`src/verilog/status_flags_pkg.sv`:
```
// Purpose: Shared constants and types for the measurement status flag bank
// Assumes: One instrument clock, synchronous reset
// Notes: Channel and window counts are fixed build constants
package status_flags_pkg;
  localparam int NUM_CHAN = 2;
  localparam int NUM_WIN = 2;
  localparam int CHAN_W = 1;
  localparam int WIN_W = 1;
  localparam int WORD_W = 16;
  localparam int MARGIN_CNT = 8;
  localparam int SUBRANGE_CNT = 10;
  localparam int RANGE_W = 4;
  localparam int NUM_MARGIN_REGS = NUM_CHAN * NUM_WIN;
  localparam int NUM_REGS = NUM_MARGIN_REGS + 3 * NUM_CHAN;
  localparam int IDX_W = 4;

  // Base index of each register family in the flat register array
  localparam int BASE_MARGIN = 0;
  localparam int BASE_OVERLOAD = NUM_MARGIN_REGS;
  localparam int BASE_TIMING = NUM_MARGIN_REGS + NUM_CHAN;
  localparam int BASE_SUBRANGE = NUM_MARGIN_REGS + 2 * NUM_CHAN;

  // Bit positions
  localparam int MARGIN_LSB = 0;
  localparam int OVL_RF_BIT = 0;
  localparam int OVL_IF_BIT = 2;
  localparam int OVL_INPUT_BIT = 3;
  localparam int TIM_SHORT_BIT = 1;
  localparam int TRD_RANGE_LSB = 0;
  localparam int TRD_IN1_BIT = 10;
  localparam int TRD_IN2_BIT = 11;
  localparam int TRD_EDGE_BIT = 14;
  localparam int TOP_BIT = 15;

  // Bits that may ever read as one, then reset values
  localparam logic [WORD_W-1:0] MARGIN_MASK = 16'h00FF;
  localparam logic [WORD_W-1:0] OVL_MASK = 16'h000D;
  localparam logic [WORD_W-1:0] TIM_MASK = 16'h0002;
  localparam logic [WORD_W-1:0] TRD_MASK = 16'h4FFF;
  localparam logic [WORD_W-1:0] WORD_RST = 16'h0000;
  localparam logic [RANGE_W-1:0] RANGE_RST = 4'h0;

  typedef enum logic [1:0] {
    SEL_MARGIN = 2'b00,
    SEL_OVERLOAD = 2'b01,
    SEL_TIMING = 2'b10,
    SEL_SUBRANGE = 2'b11
  } reg_sel_t;

  typedef enum logic {
    PART_COND = 1'b0,
    PART_EVENT = 1'b1
  } reg_part_t;

  typedef struct packed {
    logic [SUBRANGE_CNT-1:0] subrange;
    logic on_input1;
    logic on_input2;
    logic at_changeover;
    logic rf_overload;
    logic if_overload;
    logic input_overload;
    logic sweep_too_short;
  } chan_cond_t;

  typedef struct packed {
    reg_sel_t sel;
    reg_part_t part;
    logic [CHAN_W-1:0] chan;
    logic [WIN_W-1:0] win;
  } query_t;
endpackage : status_flags_pkg

```
`src/verilog/measurement_status_flags.sv`:
```
// Purpose: Condition and event status words for margin, overload, timing, transducer
// Assumes: Inputs synchronous to ref_clk; one query per cycle at most
// Notes: Answer appears one cycle after the query
// Function
// - Margin status bit n-1 is set while limit margin n (1..8) is violated.
// - Bit 15 of every word in the bank always reads zero.
// - Overload bit 0 is set on an RF overload that distorts without damage.
// - Overload bit 2 is set on an overload in the IF path.
// - Overload bit 3 is set when the RF input level exceeds the maximum.
// - An input overload disconnects the RF input from the mixer until reconnect is requested.
// - Timing bit 1 is set while the sweep time is too short.
// - Transducer bit n-1 is set when subrange n (1..10) is reached.
// - Transducer bits 10 and 11 show assignment to RF input 1 and 2.
// - Transducer bit 14 is set while at a subrange changeover point.
// - A transducer break is flagged with the next range until continue is commanded.
// - Overload, timing and transducer words exist once per channel.
// - Each query returns either the condition part or the event part.
// - Margin words exist once per channel and window pair.
`timescale 1ns/1ps
module measurement_status_flags (
  // Clock and reset
  input wire logic ref_clk,
  input wire logic rst,
  // Measurement conditions
  input wire status_flags_pkg::chan_cond_t [status_flags_pkg::NUM_CHAN-1:0] chan_cond,
  input wire logic [status_flags_pkg::NUM_MARGIN_REGS-1:0][status_flags_pkg::MARGIN_CNT-1:0]
    margin_fail,
  // Status queries
  input wire logic qry_valid,
  input wire status_flags_pkg::query_t qry,
  output logic ans_valid,
  output logic [status_flags_pkg::WORD_W-1:0] ans_data,
  // Sweep control
  input wire logic continue_measurement_cmd,
  input wire logic [status_flags_pkg::CHAN_W-1:0] continue_chan,
  input wire logic reconnect_req,
  input wire logic [status_flags_pkg::CHAN_W-1:0] reconnect_chan,
  output logic [status_flags_pkg::NUM_CHAN-1:0] rf_disconnect,
  output logic [status_flags_pkg::NUM_CHAN-1:0] sweep_paused,
  output logic [status_flags_pkg::NUM_CHAN-1:0][status_flags_pkg::RANGE_W-1:0] next_range
);

  function automatic logic [status_flags_pkg::IDX_W-1:0] reg_index(
    input status_flags_pkg::query_t q
  );
    int idx;
    idx = 0;
    unique case (q.sel)
      status_flags_pkg::SEL_MARGIN: begin
        idx = status_flags_pkg::BASE_MARGIN + int'(q.chan) * status_flags_pkg::NUM_WIN
          + int'(q.win);
      end
      status_flags_pkg::SEL_OVERLOAD: begin
        idx = status_flags_pkg::BASE_OVERLOAD + int'(q.chan);
      end
      status_flags_pkg::SEL_TIMING: begin
        idx = status_flags_pkg::BASE_TIMING + int'(q.chan);
      end
      status_flags_pkg::SEL_SUBRANGE: begin
        idx = status_flags_pkg::BASE_SUBRANGE + int'(q.chan);
      end
    endcase
    return idx[status_flags_pkg::IDX_W-1:0];
  endfunction : reg_index

  // One past the highest subrange reached, 1-based, capped at 10
  function automatic logic [status_flags_pkg::RANGE_W-1:0] range_after(
    input logic [status_flags_pkg::SUBRANGE_CNT-1:0] reached
  );
    int nxt;
    nxt = 1;
    for (int i = 0; i < status_flags_pkg::SUBRANGE_CNT; i++) begin
      if (reached[i]) begin
        nxt = i + 2;
      end
    end
    if (nxt > status_flags_pkg::SUBRANGE_CNT) begin
      nxt = status_flags_pkg::SUBRANGE_CNT;
    end
    return nxt[status_flags_pkg::RANGE_W-1:0];
  endfunction : range_after

  logic [status_flags_pkg::NUM_REGS-1:0][status_flags_pkg::WORD_W-1:0] cond_word;
  logic [status_flags_pkg::NUM_REGS-1:0][status_flags_pkg::WORD_W-1:0] cond_ff;
  logic [status_flags_pkg::NUM_REGS-1:0][status_flags_pkg::WORD_W-1:0] nxt_cond;
  logic [status_flags_pkg::NUM_REGS-1:0][status_flags_pkg::WORD_W-1:0] evt_ff;
  logic [status_flags_pkg::NUM_REGS-1:0][status_flags_pkg::WORD_W-1:0] nxt_evt;
  logic ans_valid_ff;
  logic nxt_ans_valid;
  logic [status_flags_pkg::WORD_W-1:0] ans_data_ff;
  logic [status_flags_pkg::WORD_W-1:0] nxt_ans_data;
  logic [status_flags_pkg::IDX_W-1:0] qry_idx;
  logic [status_flags_pkg::NUM_CHAN-1:0] disc_ff;
  logic [status_flags_pkg::NUM_CHAN-1:0] nxt_disc;
  logic [status_flags_pkg::NUM_CHAN-1:0] pause_ff;
  logic [status_flags_pkg::NUM_CHAN-1:0] nxt_pause;
  logic [status_flags_pkg::NUM_CHAN-1:0] edge_seen_ff;
  logic [status_flags_pkg::NUM_CHAN-1:0] nxt_edge_seen;
  logic [status_flags_pkg::NUM_CHAN-1:0][status_flags_pkg::RANGE_W-1:0] range_ff;
  logic [status_flags_pkg::NUM_CHAN-1:0][status_flags_pkg::RANGE_W-1:0] nxt_range;

  assign qry_idx = reg_index(qry);

  // Live condition words, built up from WORD_RST so unused bits and bit 15 stay zero
  genvar g;
  generate
    for (g = 0; g < status_flags_pkg::NUM_MARGIN_REGS; g++) begin : g_margin
      always_comb begin
        cond_word[status_flags_pkg::BASE_MARGIN + g] = status_flags_pkg::WORD_RST;
        cond_word[status_flags_pkg::BASE_MARGIN + g][status_flags_pkg::MARGIN_LSB +:
          status_flags_pkg::MARGIN_CNT] = margin_fail[g];
      end
    end
    for (g = 0; g < status_flags_pkg::NUM_CHAN; g++) begin : g_chan
      always_comb begin
        cond_word[status_flags_pkg::BASE_OVERLOAD + g] = status_flags_pkg::WORD_RST;
        cond_word[status_flags_pkg::BASE_OVERLOAD + g][status_flags_pkg::OVL_RF_BIT] =
          chan_cond[g].rf_overload;
        cond_word[status_flags_pkg::BASE_OVERLOAD + g][status_flags_pkg::OVL_IF_BIT] =
          chan_cond[g].if_overload;
        cond_word[status_flags_pkg::BASE_OVERLOAD + g][status_flags_pkg::OVL_INPUT_BIT] =
          chan_cond[g].input_overload;
        cond_word[status_flags_pkg::BASE_TIMING + g] = status_flags_pkg::WORD_RST;
        cond_word[status_flags_pkg::BASE_TIMING + g][status_flags_pkg::TIM_SHORT_BIT] =
          chan_cond[g].sweep_too_short;
        cond_word[status_flags_pkg::BASE_SUBRANGE + g] = status_flags_pkg::WORD_RST;
        cond_word[status_flags_pkg::BASE_SUBRANGE + g][status_flags_pkg::TRD_RANGE_LSB +:
          status_flags_pkg::SUBRANGE_CNT] = chan_cond[g].subrange;
        cond_word[status_flags_pkg::BASE_SUBRANGE + g][status_flags_pkg::TRD_IN1_BIT] =
          chan_cond[g].on_input1;
        cond_word[status_flags_pkg::BASE_SUBRANGE + g][status_flags_pkg::TRD_IN2_BIT] =
          chan_cond[g].on_input2;
        cond_word[status_flags_pkg::BASE_SUBRANGE + g][status_flags_pkg::TRD_EDGE_BIT] =
          chan_cond[g].at_changeover;
      end
    end
  endgenerate

  // Condition, event and answer
  always_comb begin
    nxt_ans_valid = qry_valid;
    nxt_ans_data = ans_data_ff;
    for (int r = 0; r < status_flags_pkg::NUM_REGS; r++) begin
      nxt_cond[r] = cond_word[r];
      nxt_evt[r] = evt_ff[r];
      // Read clears, but a fresh rising edge in the same cycle survives
      if (qry_valid && qry.part == status_flags_pkg::PART_EVENT &&
          qry_idx == r[status_flags_pkg::IDX_W-1:0]) begin
        nxt_evt[r] = status_flags_pkg::WORD_RST;
      end
      nxt_evt[r] = nxt_evt[r] | (cond_word[r] & ~cond_ff[r]);
      nxt_evt[r][status_flags_pkg::TOP_BIT] = 1'b0;
    end
    if (qry_valid) begin
      if (qry.part == status_flags_pkg::PART_EVENT) begin
        nxt_ans_data = evt_ff[qry_idx];
      end else begin
        nxt_ans_data = cond_ff[qry_idx];
      end
      nxt_ans_data[status_flags_pkg::TOP_BIT] = 1'b0;
    end
  end

  always_ff @(posedge ref_clk) begin
    if (rst) begin
      for (int r = 0; r < status_flags_pkg::NUM_REGS; r++) begin
        cond_ff[r] <= status_flags_pkg::WORD_RST;
        evt_ff[r] <= status_flags_pkg::WORD_RST;
      end
      ans_valid_ff <= 1'b0;
      ans_data_ff <= status_flags_pkg::WORD_RST;
    end else begin
      cond_ff <= nxt_cond;
      evt_ff <= nxt_evt;
      ans_valid_ff <= nxt_ans_valid;
      ans_data_ff <= nxt_ans_data;
    end
  end

  // Input protection and transducer break handshake
  always_comb begin
    nxt_disc = disc_ff;
    nxt_pause = pause_ff;
    nxt_range = range_ff;
    nxt_edge_seen = edge_seen_ff;
    for (int c = 0; c < status_flags_pkg::NUM_CHAN; c++) begin
      nxt_edge_seen[c] = chan_cond[c].at_changeover;
      if (reconnect_req && reconnect_chan == c[status_flags_pkg::CHAN_W-1:0]) begin
        nxt_disc[c] = 1'b0;
      end
      // Overload still present keeps the input cut even against a reconnect
      if (chan_cond[c].input_overload) begin
        nxt_disc[c] = 1'b1;
      end
      if (continue_measurement_cmd && continue_chan == c[status_flags_pkg::CHAN_W-1:0]) begin
        nxt_pause[c] = 1'b0;
      end
      if (chan_cond[c].at_changeover && !edge_seen_ff[c]) begin
        nxt_pause[c] = 1'b1;
        nxt_range[c] = range_after(chan_cond[c].subrange);
      end
    end
  end

  always_ff @(posedge ref_clk) begin
    if (rst) begin
      disc_ff <= '0;
      pause_ff <= '0;
      edge_seen_ff <= '0;
      for (int c = 0; c < status_flags_pkg::NUM_CHAN; c++) begin
        range_ff[c] <= status_flags_pkg::RANGE_RST;
      end
    end else begin
      disc_ff <= nxt_disc;
      pause_ff <= nxt_pause;
      edge_seen_ff <= nxt_edge_seen;
      range_ff <= nxt_range;
    end
  end

  assign ans_valid = ans_valid_ff;
  assign ans_data = ans_data_ff;
  assign rf_disconnect = disc_ff;
  assign sweep_paused = pause_ff;
  assign next_range = range_ff;

endmodule : measurement_status_flags

```
`config.mk`:
```
export PLATFORM = sky130hd
export DESIGN_NAME = measurement_status_flags
export DESIGN_NICKNAME = d
export VERILOG_FILES = /design/src/verilog/status_flags_pkg.sv /design/src/verilog/measurement_status_flags.sv
export SDC_FILE = /design/constraint.sdc
export NUM_CORES = 1
export LEC_CHECK = 0
export ABC_AREA = 1
export BUFFER_PORTS_ARGS = -buffer_cell sky130_fd_sc_hd__buf_2
export CAP_MARGIN = 20
export CORE_ASPECT_RATIO = 2
export CORE_UTILIZATION = 56
export DETAILED_ROUTE_END_ITERATION = 16
export GPL_TIMING_DRIVEN = 0
export PLACE_DENSITY = 0.83
export SYNTH_ARGS = -nofsm -noshare
export SYNTH_HDL_FRONTEND = slang
export SYNTH_SLANG_ARGS = --single-unit
```
`constraint.sdc`:
```
create_clock -name ref_clk -period 3.4 [get_ports ref_clk]
set_clock_uncertainty 0.05 [all_clocks]
set_input_delay 0.34 -clock ref_clk [delete_from_list [all_inputs] [get_ports ref_clk]]
set_output_delay 0.34 -clock ref_clk [all_outputs]
set_load 0.1 [all_outputs]
```
==> flow_metrics.py <==
metrics = {
    "setup_path": {
        "end_kind": "flop",
        "worstPathRequired_ns": 3.64,
        "crit_type": "in -> reg",
        "crit_path_frequent_cell": "a21oi_1",
        "r2r_cells": 5,
        "cpPeakStageDelay_ns": 0.45,
        "crit_fanout": 10,
        "cp_slowest_cell": "a21oi_1",
        "cpLargestDelayFamily": "simple AND/OR/NAND/NOR gates",
        "regToRegEndpoint": "next_range[0]",
        "r2r_start": "edge_seen_ff[0]",
        "cp-start-kind": "primary input",
        "r2r_setup_slack_ns": 1.97,
        "arrival_ns": 2.33,
        "cp_cell_sequence": "buf_2, inv_1, ha_1, buf_6, nor2_4, nand2_4, a21oi_1, nand2_1, a21oi_1, nor2_1",
        "path_buf_inv": 3,
    },
    "clock_network": {
        "clockRootBuffer": "clkbuf_16",
        "cts_buffers": 17,
        "cts_resized": 0,
        "clkTransAtPathRegs_ns": 0.06,
        "cts_tree": "yes",
        "htreeDepth": 4,
        "clk_path_buf_depth": 2,
        "cts_hold_buf": 0,
        "cts_sinks": 158,
        "cts_setup_buffers": 0,
        "insertion_delay_ns": 0.43,
    },
    "worst_hold_path": {
        "hold_class": "in -> reg",
        "min_from": "margin_fail[13]",
        "hold_end": "cond_ff[21]",
        "whs_path_depth": 3,
    },
    "drt": {
        "wirelength_um": 20800,
        "wire_per_inst_um": 17.0,
        "drt_iter0_drc": 505,
        "ant_nets": 0,
        "drt_pre_antenna_iters": 6,
        "vias": 6756,
        "remaining_drc_errors": 0,
        "routed_via_density": 5.54,
    },
    "logic_synthesis": {
        "synth-edff-count": 0,
        "yosysTopAreaCell": "dfxtp_1",
        "synth.distinct_cells": 33,
        "syn_inst": 940,
        "synth_area_per_cell_um2": 7.24,
        "synth.top_cell.area_share": 0.465,
        "yosysWarnings": 0,
        "ys_ff_latch": 158,
        "ys_async_sr_fraction": 0,
        "seq_area_frac_synth": 0.465,
        "syn-cell-area_mm2": 0.00681,
        "synth_area_leaders": "dfxtp_1 (46%), nor2_1 (9.8%), nand2_1 (8.8%), inv_1 (7.7%), nand3_1 (5.6%)",
        "ys.flop_type": "dfxtp_1",
    },
    "grt": {
        "grt_pass1_vias": 6594,
        "grt_pass1_wl_um": 32000,
        "grt_use_total": 0.345,
        "grt_max_degree": 17,
        "overflow": 0,
        "antenna_found_initial": 0,
    },
    "placement": {
        "portBuffers": 101,
        "dp_hpwl_um": 15500,
        "dp.cells": 1188,
        "gp_congestion": 0.981,
    },
    "die": {
        "rows": 56,
        "design.core.area_mm2": 0.0118,
        "start_util": 0.578,
        "dieArea_mm2": 0.0126,
        "io_pins": 107,
        "die_h_um": 158,
        "die_w_um": 80.0,
    },
    "timing": {
        "maxSlewViolCount": 0,
        "min_period_ns": 2.09,
        "finalCritPeriodShare": 0.614,
        "tns_ns": 0,
        "worst_slew_pin_slew_ns": 0.768,
        "report.final.setup_viol": 0,
        "max_freq_ghz": 0.479,
        "rsz0062_at_grt": "no",
        "max_slew_margin": 0.484,
        "finalHoldViolations": 0,
    },
    "pwr": {
        "powerDensity_mw_per_mm2": 575,
        "peakVddDrop_v": 0.000367,
        "p_leak_nw": 4.03,
    },
    "cells_and_area": {
        "final_cells": 1219,
        "area_growth_pct": 18.6,
        "layout-drive-gt1-share": 0.161,
        "nets": 1146,
        "num_antenna_cells": 0,
    },
    "run_status": {
        "outcome": "completed",
    },
    "job": {
        "maxCapViolations": 0,
    },
}
==> synth_stat cells (7+ instances only) <==
library cell / count
nand3_1: 76
inv_1: 139
dfxtp_1: 158
a21oi_1: 62
nand4_1: 23
a32o_1: 27
buf_4: 7
nand2_1: 160
nor2_1: 177
buf_2: 16
o21ai_0: 25
clkbuf_1: 17
==> area by class of cell <==
cell class | count | area (um^2)
Multi-Input combinational cell | 593 | 2860
Clock buffer | 20 | 467
Sequential cell | 158 | 3160
Buffer | 48 | 256
Inverter | 143 | 538
Fill cell | 983 | 3700
Timing Repair Buffer | 101 | 505
Tap cell | 145 | 181
Clock inverter | 11 | 106
==> how the worst max path moves through the flow <==
| stage | startpoint | endpoint | slack (ns) | depth (start not counted) |
|---|---|---|---|---|
| 2_1_floorplan | qry[3] | evt_ff[147] | 1.57 | 11 |
| 3_3_place_gp | qry[3] | evt_ff[48] | 0.97 | 10 |
| 3_5_place_dp | qry[3] | evt_ff[48] | 0.93 | 10 |
| 4_1_cts | qry[3] | evt_ff[48] | 1.37 | 10 |
| 5_1_grt | qry[3] | evt_ff[51] | 1.27 | 10 |
| 6_report | qry[3] | evt_ff[48] | 1.31 | 10 |
==> report_power, final <==
group          total, mW  switching (mW)  internal, mW
Combinational      0.751           0.528         0.223
Clock               1.85           0.777          1.07
Sequential          2.05          0.0697          1.98
Total               4.65            1.37          3.27
==> per-layer routing <==
layer	wire length (um)	vias to the layer above	GRT usage
li1	-	3250	-
met1	7120	3077	0.325
met2	10800	316	0.618
met3	1230	113	0.0841
met4	1620	0	0.271
met5	0	-	0
==> sequential cells by signal, indices dropped and copies added (netlist names) <==
name / count
evt_ff: 66
cond_ff: 65
ans_data: 13
next_range: 8
rf_disconnect: 2
sweep_paused: 2
ans_valid: 1
edge_seen_ff: 1
==> placed cells by master, fill, tap and decap left out, drive strengths merged <==
cell type / instances
o22ai: 1
dfxtp: 158
o21ai: 32
nand3: 78
clkinv: 9
a32o: 27
a31oi: 2
nand4: 24
o31ai: 1
buf: 132
a22oi: 6
o221ai: 4
inv: 144
bufinv: 1
nand2: 166
nor3: 3
ha: 6
nor2: 178
clkbuf: 37
conb: 3
a21oi: 62
==> cell families after synthesis <==
group | share of synthesized area
buffers and inverters | 0.117
and+or+nand+nor | 0.281
other | 0.000551
DFF | 0.465
AOI/OAI and AO/OA | 0.126
adders and majority gates | 0.0110
==> through the flow <==
| stage | utilization | setup slack (ns) | area, um^2 | hold WS [ns] | total power [mW] |
|---|---|---|---|---|---|
| 2_1_floorplan | - | 1.57 | 6820 | 0.374 | 2.60 |
| 3_3_place_gp | 0.637 | 0.970 | 7500 | 0.392 | 2.80 |
| 4_1_cts | 0.686 | 1.37 | 8080 | 0.0714 | 4.63 |
| 5_1_grt | 0.686 | 1.27 | 8080 | 0.0737 | 4.81 |
| 3_5_place_dp | 0.637 | 0.926 | 7500 | 0.405 | 2.82 |
| 6_report | 0.686 | 1.31 | 8080 | 0.0754 | 4.65 |
==> tightest hold or removal path: cells and delay by family <==
family	cells	cell delay, ns
AND/OR/NAND/NOR	1	0.07
buffers and inverters	2	0.11
(Power assumes the default switching activity.)
